===== src/hdl/stc_pkg.sv =====
// Summary of operation
// - Resolution selects pick full/half/quarter/eighth step
// - Reset loads home codes, polarity, mixed decay
// - Step rising edge advances one sized increment
// - Falling code mixed decay, else slow
// - Resolution change applies at next step edge
// - Direction change applies at next step edge
// - Mixed decay: fast 31.25% then slow
// - Strap high: 30us, auto, full slow
// - Strap low: 30us, always mixed decay
// - Strap resistor: programmed off-time, auto decay
// - Reset low holds home, switches off
// - Trip clears latch, starts fixed off-time
// - Trip level is code fraction of full scale
// - Comparator masked for blank after switching
// - Thermal or overcurrent trip returns home
package stc_pkg;

  localparam int CLK_PERIOD_NS = 5;
  localparam int NS_PER_US = 1000;
  localparam int CYC_PER_US = NS_PER_US / CLK_PERIOD_NS;
  localparam int STEP_MIN_NS = 1000;
  localparam int BLANK_NS = 1000;
  localparam int BLANK_CYC = (BLANK_NS + CLK_PERIOD_NS - 1) / CLK_PERIOD_NS;
  localparam int OFF_FIXED_US = 30;
  localparam int OFF_FIXED_CYC = OFF_FIXED_US * CYC_PER_US;
  localparam int FAST_NUM = 5;
  localparam int FAST_SHIFT = 4;
  localparam int CNT_W = 18;
  localparam int POS_W = 5;
  localparam int CODE_W = 8;
  localparam int OFFUS_W = 10;
  localparam logic [POS_W-1:0] HOME_POS = 5'h04;
  localparam logic [OFFUS_W-1:0] OFFUS_RESET = 10'h01E;

  localparam logic [3:0] REG_OFFTIME = 4'h0;
  localparam logic [3:0] REG_STATUS = 4'h4;
  localparam logic [3:0] REG_CODES = 4'h8;
  localparam logic [3:0] REG_STEPS = 4'hC;

  localparam int ST_POS_LSB = 0;
  localparam int ST_RES_LSB = 8;
  localparam int ST_STRAP_LSB = 12;
  localparam int ST_MIXED_LSB = 16;
  localparam int ST_HOLD_BIT = 20;
  localparam int CD_CODE2_LSB = 8;
  localparam int CD_POL_LSB = 16;

  typedef enum logic [1:0] {
    RES_FULL = 2'b00,
    RES_HALF = 2'b01,
    RES_QUARTER = 2'b10,
    RES_EIGHTH = 2'b11
  } stc_res_e;

  typedef enum logic [1:0] {
    STRAP_LOW = 2'b00,
    STRAP_HIGH = 2'b01,
    STRAP_RES = 2'b10
  } stc_strap_e;

  typedef enum logic [1:0] {
    CH_IDLE = 2'b00,
    CH_ON = 2'b01,
    CH_FAST = 2'b10,
    CH_SLOW = 2'b11
  } stc_chop_e;

  // Quarter-wave cosine, k = 0..8 in 11.25 degree steps, 255 = full scale
  function automatic logic [CODE_W-1:0] stc_wave(input logic [3:0] k);
    case (k)
      4'h0: stc_wave = 8'hFF;
      4'h1: stc_wave = 8'hFA;
      4'h2: stc_wave = 8'hEC;
      4'h3: stc_wave = 8'hD4;
      4'h4: stc_wave = 8'hB4;
      4'h5: stc_wave = 8'h8E;
      4'h6: stc_wave = 8'h62;
      4'h7: stc_wave = 8'h32;
      default: stc_wave = 8'h00;
    endcase
  endfunction : stc_wave

endpackage : stc_pkg


===== src/hdl/stc_chopper.sv =====
`timescale 1ns/10ps
`default_nettype none
module stc_chopper
  import stc_pkg::*;
(
  input wire logic clk,
  input wire logic reset_n,
  input wire logic run,
  input wire logic sense_trip,
  input wire logic mixed,
  input wire logic [stc_pkg::CNT_W-1:0] off_cyc,
  input wire logic [stc_pkg::CNT_W-1:0] fast_cyc,
  output logic bridge_on,
  output logic fast_decay,
  output logic slow_decay,
  output logic blanking
);
  import stc_pkg::*;

  // Count parks here, so the comparator is masked for exactly BLANK_CYC cycles
  localparam logic [CNT_W-1:0] BLANK_END = CNT_W'(BLANK_CYC);
  localparam logic [CNT_W-1:0] ONE = 18'h0_0001;

  stc_chop_e state_q, state_d;
  logic [CNT_W-1:0] cnt_q, cnt_d;
  logic blank_done;
  logic fast_done;
  logic off_done;

  assign blank_done = (cnt_q >= BLANK_END);
  assign fast_done = (cnt_q + ONE >= fast_cyc);
  assign off_done = (cnt_q + ONE >= off_cyc);

  always_comb begin
    state_d = state_q;
    cnt_d = cnt_q + ONE;
    case (state_q)
      CH_IDLE: begin
        cnt_d = '0;
        if (run) begin
          state_d = CH_ON;
        end
      end
      CH_ON: begin
        if (blank_done) begin
          cnt_d = cnt_q;
        end
        // Comparator ignored until blank time expires
        if (blank_done && sense_trip) begin
          state_d = mixed ? CH_FAST : CH_SLOW;
          cnt_d = '0;
        end
      end
      CH_FAST: begin
        if (fast_done) begin
          state_d = CH_SLOW;
        end
      end
      CH_SLOW: begin
        if (off_done) begin
          state_d = CH_ON;
          cnt_d = '0;
        end
      end
      default: begin
        state_d = CH_IDLE;
        cnt_d = '0;
      end
    endcase
    if (!run) begin
      state_d = CH_IDLE;
      cnt_d = '0;
    end
  end

  always_ff @(posedge clk or negedge reset_n) begin
    if (!reset_n) begin
      state_q <= CH_IDLE;
      cnt_q <= '0;
    end else begin
      state_q <= state_d;
      cnt_q <= cnt_d;
    end
  end

  assign bridge_on = (state_q == CH_ON);
  assign fast_decay = (state_q == CH_FAST);
  assign slow_decay = (state_q == CH_SLOW);
  assign blanking = (state_q == CH_ON) && !blank_done;

endmodule : stc_chopper
`default_nettype wire


===== src/hdl/stc_top.sv =====
`timescale 1ns/10ps
`default_nettype none
module stc_top
  import stc_pkg::*;
#(
  parameter int OFF_FIXED_CYCLES = stc_pkg::OFF_FIXED_CYC
) (
  input wire logic clk,
  input wire logic reset_n,
  // Classic Wishbone slave
  input wire logic wb_cyc_i,
  input wire logic wb_stb_i,
  input wire logic wb_we_i,
  input wire logic [3:0] wb_adr_i,
  input wire logic [3:0] wb_sel_i,
  input wire logic [31:0] wb_dat_i,
  output logic [31:0] wb_dat_o,
  output logic wb_ack_o,
  // Host control levels
  input wire logic step,
  input wire logic direction,
  input wire logic resolution_sel_a,
  input wire logic resolution_sel_b,
  input wire logic sequencer_reset_n,
  // Off-time strap: 00 tied low, 01 tied high, 10 resistor
  input wire logic [1:0] offtime_strap,
  // Protection and sense comparators
  input wire logic thermal_trip,
  input wire logic overcurrent_trip,
  input wire logic [1:0] sense_trip,
  // Per-winding outputs
  output logic [stc_pkg::CODE_W-1:0] level_code1,
  output logic [stc_pkg::CODE_W-1:0] level_code2,
  output logic [1:0] winding_pol,
  output logic [1:0] decay_mixed,
  output logic [1:0] bridge_on,
  output logic [1:0] fast_decay,
  output logic [1:0] slow_decay,
  output logic [1:0] blanking
);
  import stc_pkg::*;

  localparam logic [CNT_W-1:0] OFF_FIX = CNT_W'(OFF_FIXED_CYCLES);
  localparam logic [CNT_W-1:0] CPU = CNT_W'(CYC_PER_US);

  // Counter width bounds the off-time; below two cycles the fast split breaks
  if (OFF_FIXED_CYCLES < 2 || OFF_FIXED_CYCLES >= (1 << CNT_W)) begin : g_bad_off
    $error("stc_top: OFF_FIXED_CYCLES out of range");
  end

  // Input synchronisers, first stage read only by second
  // Bit 0 carries the translator reset, so it starts held after reset_n
  logic [4:0] sync1_q, sync2_q;
  logic step_prev_q;

  always_ff @(posedge clk or negedge reset_n) begin
    if (!reset_n) begin
      sync1_q <= '0;
      sync2_q <= '0;
      step_prev_q <= 1'b0;
    end else begin
      sync1_q <= {resolution_sel_b, resolution_sel_a, direction, step, sequencer_reset_n};
      sync2_q <= sync1_q;
      step_prev_q <= sync2_q[1];
    end
  end

  logic step_s;
  logic dir_s;
  logic [1:0] res_s;
  logic step_rise;
  logic hold;

  assign step_s = sync2_q[1];
  assign dir_s = sync2_q[2];
  assign res_s = sync2_q[4:3];
  assign step_rise = step_s && !step_prev_q;
  // Host keeps pulses >= 1us, so no edge is lost at this rate
  assign hold = !sync2_q[0] || thermal_trip || overcurrent_trip;

  // Strap caught once after reset release
  stc_strap_e strap_q;
  logic strap_done_q;

  always_ff @(posedge clk or negedge reset_n) begin
    if (!reset_n) begin
      strap_q <= STRAP_HIGH;
      strap_done_q <= 1'b0;
    end else if (!strap_done_q) begin
      strap_done_q <= 1'b1;
      strap_q <= (offtime_strap == STRAP_LOW) ? STRAP_LOW :
                 (offtime_strap == STRAP_RES) ? STRAP_RES : STRAP_HIGH;
    end
  end

  // Translator
  stc_res_e res_q;
  logic [POS_W-1:0] pos_q;
  logic [CODE_W-1:0] code1_q, code2_q;
  logic [1:0] pol_q;
  logic [1:0] fall_q;
  logic [31:0] steps_q;
  logic home_q;

  logic [POS_W-1:0] inc;
  logic [POS_W-1:0] pos_nxt;
  logic [3:0] m_nxt;
  logic [3:0] k1;
  logic [3:0] k2;
  logic [CODE_W-1:0] code1_nxt;
  logic [CODE_W-1:0] code2_nxt;
  logic [1:0] pol_nxt;

  // Step size taken from the selects sampled at this very edge
  assign inc = (res_s == RES_FULL) ? 5'h08 :
               (res_s == RES_HALF) ? 5'h04 :
               (res_s == RES_QUARTER) ? 5'h02 : 5'h01;
  // Direction also only looked at on the edge
  assign pos_nxt = dir_s ? (pos_q + inc) : (pos_q - inc);
  assign m_nxt = pos_nxt[3:0];
  assign k1 = (m_nxt <= 4'h8) ? m_nxt : 4'(5'h10 - {1'b0, m_nxt});
  assign k2 = (m_nxt <= 4'h8) ? 4'(4'h8 - m_nxt) : 4'(m_nxt - 4'h8);
  assign code1_nxt = stc_wave(k1);
  assign code2_nxt = stc_wave(k2);
  assign pol_nxt[0] = (pos_nxt < 5'h08) || (pos_nxt > 5'h18);
  assign pol_nxt[1] = (pos_nxt < 5'h10);

  logic [3:0] k1_home;
  logic [3:0] k2_home;
  assign k1_home = {1'b0, HOME_POS[3:0]} <= 4'h8 ? HOME_POS[3:0] : 4'h8;
  assign k2_home = 4'(4'h8 - k1_home);

  always_ff @(posedge clk or negedge reset_n) begin
    if (!reset_n) begin
      pos_q <= HOME_POS;
      res_q <= RES_FULL;
      code1_q <= stc_wave(HOME_POS[3:0]);
      code2_q <= stc_wave(4'(4'h8 - HOME_POS[3:0]));
      pol_q <= 2'b11;
      fall_q <= 2'b11;
      steps_q <= 32'h0000_0000;
      home_q <= 1'b1;
    end else if (hold) begin
      // Back to home, all step edges dropped
      pos_q <= HOME_POS;
      code1_q <= stc_wave(k1_home);
      code2_q <= stc_wave(k2_home);
      pol_q <= 2'b11;
      fall_q <= 2'b11;
      home_q <= 1'b1;
    end else if (step_rise) begin
      home_q <= 1'b0;
      pos_q <= pos_nxt;
      res_q <= stc_res_e'(res_s);
      code1_q <= code1_nxt;
      code2_q <= code2_nxt;
      pol_q <= pol_nxt;
      // Falling level picks mixed, rising or equal slow
      fall_q <= {code2_nxt < code2_q, code1_nxt < code1_q};
      steps_q <= steps_q + 32'h0000_0001;
    end
  end

  // Decay selection per strap setting
  logic [1:0] mixed_sel;
  // Home keeps both windings mixed until the first step, whatever the mode
  assign mixed_sel = (strap_q == STRAP_LOW) ? 2'b11 :
                     home_q ? 2'b11 :
                     (res_q == RES_FULL) ? 2'b00 :
                     fall_q;

  // Off-time register, in microseconds, used with the resistor strap
  logic [OFFUS_W-1:0] offus_q;
  logic [CNT_W-1:0] off_res;
  logic [CNT_W-1:0] off_cyc;
  logic [CNT_W-1:0] fast_cyc;
  logic [CNT_W+2:0] fast_prod;

  assign off_res = CNT_W'(offus_q) * CPU;
  assign off_cyc = (strap_q == STRAP_RES) ? off_res : OFF_FIX;
  assign fast_prod = (CNT_W + 3)'(off_cyc) * (CNT_W + 3)'(FAST_NUM);
  // 31.25% is exactly 5/16, so a shift replaces a divider
  assign fast_cyc = (fast_prod[CNT_W+2:FAST_SHIFT] == '0) ? 18'h0_0001 :
                    CNT_W'(fast_prod[CNT_W+2:FAST_SHIFT]);

  // Two windings share one chopper design
  logic run;
  assign run = !hold;

  for (genvar w = 0; w < 2; w++) begin : g_wind
    stc_chopper u_chop (
      .clk(clk),
      .reset_n(reset_n),
      .run(run),
      .sense_trip(sense_trip[w]),
      .mixed(mixed_sel[w]),
      .off_cyc(off_cyc),
      .fast_cyc(fast_cyc),
      .bridge_on(bridge_on[w]),
      .fast_decay(fast_decay[w]),
      .slow_decay(slow_decay[w]),
      .blanking(blanking[w])
    );
  end

  // Codes feed the trip reference as a fraction of full scale
  assign level_code1 = code1_q;
  assign level_code2 = code2_q;
  assign winding_pol = pol_q;
  assign decay_mixed = mixed_sel;

  // Wishbone slave, one wait state, unmapped reads as zero
  logic ack_q;
  logic [31:0] rdata_q;
  logic req;
  logic wr_off;
  logic [31:0] status_w;
  logic [31:0] codes_w;
  logic [31:0] rd_mux;

  assign req = wb_cyc_i && wb_stb_i && !ack_q;
  assign wr_off = req && wb_we_i && (wb_adr_i == REG_OFFTIME);

  assign status_w = (32'(pos_q) << ST_POS_LSB) |
                    (32'(res_q) << ST_RES_LSB) |
                    (32'(strap_q) << ST_STRAP_LSB) |
                    (32'(mixed_sel) << ST_MIXED_LSB) |
                    (32'(hold) << ST_HOLD_BIT);
  assign codes_w = 32'(code1_q) |
                   (32'(code2_q) << CD_CODE2_LSB) |
                   (32'(pol_q) << CD_POL_LSB);
  assign rd_mux = (wb_adr_i == REG_OFFTIME) ? 32'(offus_q) :
                  (wb_adr_i == REG_STATUS) ? status_w :
                  (wb_adr_i == REG_CODES) ? codes_w :
                  (wb_adr_i == REG_STEPS) ? steps_q : 32'h0000_0000;

  always_ff @(posedge clk or negedge reset_n) begin
    if (!reset_n) begin
      ack_q <= 1'b0;
      rdata_q <= 32'h0000_0000;
      offus_q <= OFFUS_RESET;
    end else begin
      ack_q <= req;
      rdata_q <= req ? rd_mux : 32'h0000_0000;
      if (wr_off && wb_sel_i[0]) begin
        offus_q[7:0] <= wb_dat_i[7:0];
      end
      if (wr_off && wb_sel_i[1]) begin
        offus_q[OFFUS_W-1:8] <= wb_dat_i[OFFUS_W-1:8];
      end
    end
  end

  assign wb_ack_o = ack_q;
  assign wb_dat_o = rdata_q;

endmodule : stc_top
`default_nettype wire


===== config.mk =====
export PLATFORM = sky130hd
export DESIGN_NAME = stc_top
export DESIGN_NICKNAME = d
export VERILOG_FILES = /design/src/hdl/stc_pkg.sv /design/src/hdl/stc_chopper.sv /design/src/hdl/stc_top.sv
export SDC_FILE = /design/constraint.sdc
export NUM_CORES = 1
export LEC_CHECK = 0
export ABC_AREA = 1
export BUFFER_PORTS_ARGS = -buffer_cell sky130_fd_sc_hd__clkbuf_2
export CAP_MARGIN = 20
export CORE_MARGIN = 2
export CORE_UTILIZATION = 54
export CTS_CLUSTER_SIZE = 20
export DETAILED_ROUTE_END_ITERATION = 7
export PLACE_DENSITY = 0.74
export SYNTH_ARGS = -nofsm -noshare
export SYNTH_HDL_FRONTEND = slang
export SYNTH_SLANG_ARGS = --single-unit

===== constraint.sdc =====
create_clock -name clk -period 6.17 [get_ports clk]
set_clock_uncertainty 0.15 [all_clocks]
set_input_delay 1.5425 -clock clk [delete_from_list [all_inputs] [get_ports clk]]
set_output_delay 1.5425 -clock clk [all_outputs]
set_load 0.005 [all_outputs]

[Word-level counts from Yosys, hierarchy flattened]
Memories as Yosys holds them, arrays and structs flattened.
Index checks and enable logic that the tools add are counted.
Storage, ports and cells
  flip-flop bits (word level): 157
  bits in latches: 0
  bits in writable memories: 0
  memory bits (read-only): 256
  input port bits: 56
  output and inout port bits: 61
  memories kept: 4
Memories
  (name not given): words 8, width 8, read ports 1, clocked after memory_dff 0, write ports 0, RTL line stc_pkg.sv:71  | case (k)
  (name not given): words 8, width 8, read ports 1, clocked after memory_dff 0, write ports 0, RTL line stc_pkg.sv:71
  (name not given): words 8, width 8, read ports 1, clocked after memory_dff 0, write ports 0, RTL line stc_pkg.sv:71
  (name not given): words 8, width 8, read ports 1, clocked after memory_dff 0, write ports 0, RTL line stc_pkg.sv:71
Cells by class
  $add $sub $neg: 8
  multipliers: 2
  divide/modulo/power cells: 0
  magnitude comparators: 12
  eq/ne operators: 21
  shift-type cells: 0
  multiplexer cells: 54
  bitwise operators: 7
  reduce and logical (&&, ||, !) cells: 31
Operators by type and width (count)
  2-to-1 mux 18 bit: 9
  2-to-1 mux 32 bit: 5
  case mux 18 bit (3 select lines): 2
  2-to-1 mux 8 bit: 6
  adder 18 x 1 -> 18 bit, second input constant: 2
  >= comparator 18 x 17 -> 1 bit: 2
  >= comparator 18 bit: 2
  >= comparator 18 x 8 -> 1 bit, second input constant: 2
  2-to-1 mux 2 bit: 18
  adder 32 x 1 -> 32 bit, second input constant: 1
  multiplier 18 x 3 -> 21 bit, second input constant: 1
  OR 18 x 21 -> 21 bit: 1
  inequality test 3 bit, second input constant: 6
  OR 14 x 18 -> 18 bit: 1
  OR 16 x 18 -> 18 bit: 1
  zero test 17 bit: 1
  2-to-1 mux 17 bit: 1
  < comparator 8 bit: 2
  OR 8 x 16 -> 16 bit: 1
  case mux 2 bit (4 select lines): 2
  multiplier 10 x 5 -> 15 bit, second input constant: 1
  2-to-1 mux 5 bit: 3
  == test 2 bit, second input constant: 7
  OR 10 x 14 -> 14 bit: 1
  other kinds (26): 57

[Logic depth before layout (Yosys ltp)]
An unclocked memory read counts as a cell.
  depth after elaboration: 13
  mapped depth: 45
  depth with buffers taken out: 45

[Hierarchy]
From an unflattened synthesis, not the netlist that was laid out.
Unflattened totals
  cells, all modules: 1640
  area, all modules: 12520.8 µm²
Modules (own cells, without submodules)
  stc_top: times used 1, cells each 928, area each 7739.9 µm², seq. area each 2951.6 µm²
  stc_chopper at g_wind[0].u_chop: times used 1, cells each 361, area each 2422.3 µm², seq. area each 500.5 µm²
  stc_chopper at g_wind[1].u_chop: times used 1, cells each 351, area each 2358.5 µm², seq. area each 500.5 µm²

[Worst setup path before layout]
No wires, ideal clock.
  path type: register to register
  start: register offus_q[3]
  end: register g_wind[0].u_chop.state_q[0]
  library setup time: 78 ps
  data arrival time: 5348 ps
  data required time: 5942 ps
  setup slack: 594 ps
  stages on the path, launching flop included: 42
  path buffers: 0
  cells stage by stage: dfstp_2 -> ha_1 -> ha_1 -> fa_1 -> ha_1 -> a21oi_1 -> nand2_1 -> a21oi_1 -> o21ai_0 -> nand2_1 -> nand2_1 -> a21oi_1 -> nand2_1 -> nand3_1 -> inv_1 -> ha_1 -> ha_1 -> nand2_1 -> [6 not listed] -> nor2_1 -> nand4_1 -> nand2_1 -> ha_1 -> inv_1 -> nand2_1 -> nand2_1 -> nand3_1 -> nand3_1 -> nand2_1 -> nand2_1 -> nand2_1 -> nand2_1 -> nand2_1 -> nand2_1 -> nand2_1 -> nand2_1 -> a21oi_1
Between the ends
  cells in the longest elaborated chain, start to end: 8
RTL lines
  start: declaration: RTL line stc_top.sv:173  | logic [OFFUS_W-1:0] offus_q;
  start signal: assignment: RTL line stc_top.sv:246  | offus_q[7:0] <= wb_dat_i[7:0];
  start signal: indexed assignment: RTL line stc_top.sv:249  | offus_q[OFFUS_W-1:8] <= wb_dat_i[OFFUS_W-1:8];
  multiplier 10 x 5 -> 15 bit (*): RTL line stc_top.sv:179  | assign off_res = CNT_W'(offus_q) * CPU;
  2-to-1 mux 18 bit (*): RTL line stc_top.sv:180  | assign off_cyc = (strap_q == STRAP_RES) ? off_res : OFF_FIX;
  multiplier 18 x 3 -> 21 bit: RTL line stc_top.sv:181  | assign fast_prod = (CNT_W + 3)'(off_cyc) * (CNT_W + 3)'(FAST_NUM);
  zero test 17 bit: RTL line stc_top.sv:183  | assign fast_cyc = (fast_prod[CNT_W+2:FAST_SHIFT] == '0) ? 18'h0_0001 :
  2-to-1 mux 17 bit: RTL line stc_top.sv:183
  >= comparator 18 x 17 -> 1 bit: RTL line stc_chopper.sv:31  | assign fast_done = (cnt_q + ONE >= fast_cyc);
  inequality test 3 bit (no source line)
  AND reduction 3 bit (no source line) (*)
  end signal: assignment: RTL line stc_chopper.sv:81  | state_q <= state_d;
  end: declaration: RTL line stc_chopper.sv:24  | stc_chop_e state_q, state_d;
Mark *: on every way between the ends. The rest lies on a longest branch, timed or not.
A chain may end at the register's enable or synchronous reset.

[Worst setup path after layout]
  start: register offus_q[3]
  end: register g_wind[1].u_chop.state_q[0]
Between the ends
  cells in the longest elaborated chain, start to end: 8
RTL lines (RTL line)
  multiplier 10 x 5 -> 15 bit (*): stc_top.sv:179
  2-to-1 mux 18 bit (*): stc_top.sv:180
  multiplier 18 x 3 -> 21 bit: stc_top.sv:181
  zero test 17 bit: stc_top.sv:183
  2-to-1 mux 17 bit: stc_top.sv:183
  >= comparator 18 x 17 -> 1 bit: stc_chopper.sv:31
  inequality test 3 bit (no source line)
  AND reduction 3 bit (no source line) (*)
  end signal: assignment: stc_chopper.sv:81
  end: declaration: stc_chopper.sv:24
Marked as above.

==> impl.org <==
** STA
- Of the available clock period, the critical path in the final layout requires 95.7%.
- Number of endpoints failing setup at the final stage :: 0
- The final count of hold timing violations is 0.
- Headroom to the max-slew limit :: 29.7%
- Top achievable clock speed :: 169 MHz
- After routing, the total negative slack on setup checks comes to 0 ps.
- Measured slew at the worst slew-check pin :: 1050 ps
- Counting I/O delays and the setup requirement, the final critical path takes 5910 ps.
- Final slew viol count :: 0

** Routing
- Antenna-violating nets left :: 0
- Number of design rule violations left after detail routing :: 0
- In the final routed layout, each cell accounts on average for 16.4 um.
- Vias :: 10488
- After the first detailed-routing iteration, the DRC count stood at 639.
- The routed design has 31400 um of wire.
- Initial DRT Pass Iterations :: 6
- Via density per instance :: 5.49

** Worst setup path
- CP max stage cell :: dfstp_2
- Capturing element type of the critical path :: flip-flop
- Largest fanout of any net on the critical path :: 4
- The worst setup path is launched from a flip-flop.
- Data required time at the worst endpoint :: 6320 ps
- Worst setup path category :: reg2reg
- Dominant cell type by count on the critical path :: nand2_1
- Largest incremental delay on the critical path :: roughly 610 ps
- Data on the critical path arrives at its endpoint at 6060 ps.

** Floorplan
- Height of the die :: roughly 150 um
- # IOs :: 117
- The floorplan step defined a die boundary enclosing 23100 sq um.
- The core region is 21700 sq um.
- Measured along the x axis, the die boundary spans 152 um.
- For this configuration, the core starts out at a cell density of between 50 and 60%.
- In this run the core area contains 54 standard-cell rows.

** Synth
- Primary flip-flop cell chosen by synthesis mapping :: dfrtp_1
- The mapped netlist covers 11800 sq um.
- #FFs+latches synth :: 157
- The synthesized design contains 0 enable-type register cells.
- In this run, distinct cell masters in the synthesized netlist total 58.
- Yosys printed 0 warnings.
- In the synthesized netlist the async set-or-reset flop fraction comes to 100%.
- Number of cells produced by synthesis :: 1493
- Part of the Yosys area used for sequential elements :: 33.4%
- Avg Synthesized Cell Area :: 7.93 sq um
- Number of nets in the synthesized netlist :: 1719

** Power and ir drop
- Power dissipated by switching net loads :: 0.924 mW
- The clock network accounts for about two fifths of the total power.
- Logic pwr share :: between 20% and 30%
- Net switching is 32.0% of the power.
- Sequential group share of total power :: a little under two fifths
- Total power for the finished layout comes to about 2.9 mW.
- For this design the ratio of total power to cell area is 210 nW/um^2.
- The worst-case IR drop observed on VDD is 0.000181 V.
- Internal :: 1.97 mW
- Static Leak :: approximately 7.4 nW

** Layout
- Layout overhead on the synthesized area :: 16.3%
- In the final layout, the share of cells above drive strength 1 is between 10% and 20%.
- Final net count :: about 1800
- The repair_antennas step left the layout with diodes totalling 0.
- Commonest cells after routing, fill and taps aside :: nand2_1 (336), inv_1 (223), ha_1 (144)
- Cells fill 63.5% of the core in the end.
- Most common library cell in the layout ignoring fill and taps :: nand2_1

** GRT
- Maximum number of pins on one net before global-route repair :: a little under 80
- The number of global-route vias before repair is 10005.
- The initial antenna violation count was 0.
- Total routing usage reported by global routing :: 26.9%
- The total overflow left after global routing is 0.
- The first global-routing pass estimated 50500 um of wire.

** Place
- Placer congestion estimate :: 0.930
- PortBufs :: 92
- Post-detailed-placement half-perimeter wirelength :: ~24000 um

** CTS
- Buffer levels on the longest clock path :: 2
- Latest clock arrival within the worst-skew pair :: ~440 ps
- TritonCTS Sinks :: 157
- Clock root buffer master :: clkbuf_16
- Clock-pin transition on the worst setup and hold timing paths :: roughly 70 ps
- TritonCTS Buffers :: 17
- Number of buffers inserted for hold repair after clock tree synthesis :: 0
- TritonCTS clock tree :: yes
- The H-tree generated during clock tree synthesis spans 4 levels.

** Worst hold path
- The tightest min-delay check is of the reg2reg type.

** Job
- Across the run, the number of max-cap violations was 0.

** Outcome
- Run status :: finished clean
[routing by layer]
layer / vias up / wire length (um) / global-route usage [%]
li1: 5111 / - / -
met1: 4950 / 13600 / 35.5
met2: 344 / 14800 / 45.1
met3: 83 / 1790 / 4.11
met4: 0 / 1240 / 9.88
met5: - / 0 / 0
[logic make-up after synthesis]
group / share of synthesized area, %
AO/OA/AOI/OAI: 10.9
XOR/XNOR: 4.80
adder cells (fa/ha/maj): 18.4
buffers and inverters: 8.69
flip-flops: 33.4
multiplexers: 0.571
other: 0.0317
AND/OR/NAND/NOR: 23.3
[synth_stat cells, drive strengths merged, types with 19 or more instances]
cell type / count / area (sq um)
xor2: 48 / 420
dfstp: 19 / 499
inv: 230 / 863
nand2: 351 / 1350
nand4: 21 / 138
nand3: 69 / 360
ha: 163 / 2040
a21oi: 71 / 359
nor3: 31 / 198
o21ai: 69 / 394
nor2: 144 / 603
dfrtp: 138 / 3450
[through the flow]
| step | area (sq um) | instances | hold WS (ps) | setup slack [ps] |
|---|---|---|---|---|
| 2_1_floorplan | 11800 | 1493 | 181 | 594 |
| 3_3_place_gp | 12700 | 1869 | 182 | 41.5 |
| 3_5_place_dp | 12700 | 1869 | 186 | -17.8 |
| 4_1_cts | 13400 | 1901 | 201 | 48.0 |
| 5_1_grt | 13800 | 1909 | 208 | -76.3 |
| 6_report | 13800 | 1909 | 201 | 264 |
[path summary, 6_finish.rpt]
kind / startpoint / end / slack, ps / cells after the start
max: offus_q[3] / g_wind[1].u_chop.state_q[0] / 260 / 35
min: sync1_q[2] / sync2_q[2] / 200 / 0
max reg2reg: offus_q[3] / g_wind[1].u_chop.state_q[0] / 260 / 35
min reg2reg: sync1_q[2] / sync2_q[2] / 200 / 0
max in group asynchronous: reset_n / offus_q[0] / 3820 / 2
min in group asynchronous: reset_n / g_wind[1].u_chop.cnt_q[7] / 960 / 1
[flip-flops by register name, summed over array words and instances, names as in the netlist]
signal	count
level_code2	8
offus_q	10
g_wind.u_chop.cnt_q	36
steps_q	32
pos_q	5
home_q	1
strap_q	2
sync2_q	5
winding_pol	2
wb_ack_o	1
level_code1	8
res_q	2
sync1_q	5
wb_dat_o	32
fall_q	2
step_prev_q	1
strap_done_q	1
g_wind.u_chop.state_q	4
[what timing repair did]
item | CTS | global route
endpoints found under the setup margin | 4 | 4
pin swaps | 0 | 26
resized for setup | 3 | 56
setup buffers | 0 | 8
[layout make-up]
type                       count  area [sq um]
fill                        1809          7920
multi-input combinational   1078          7220
sequential                   157          3950
inverter                     232           871
timing repair buffer         130           752
clock buffer                  17           425
tap                          280           350
clock inverter                15           201
[power groups by stage]
stage	Sequential, mW	Combinational, mW	Clock (mW)
finish	1.09	0.654	1.14
global route	1.10	0.734	1.20
CTS	1.09	0.581	1.15
detailed placement	1.11	0.571	0
global placement	1.11	0.556	0
floorplan	1.10	0.395	0
[critical path: cells and delay by family (launching register included)]
family	cells	cell delay, ps
AND/OR/NAND/NOR	16	1560
flip-flops	1	610
adder cells (fa/ha/maj)	7	1980
buffers and inverters	4	330
AO/OA/AOI/OAI	8	1110
Power figures use the tool's default switching activity.
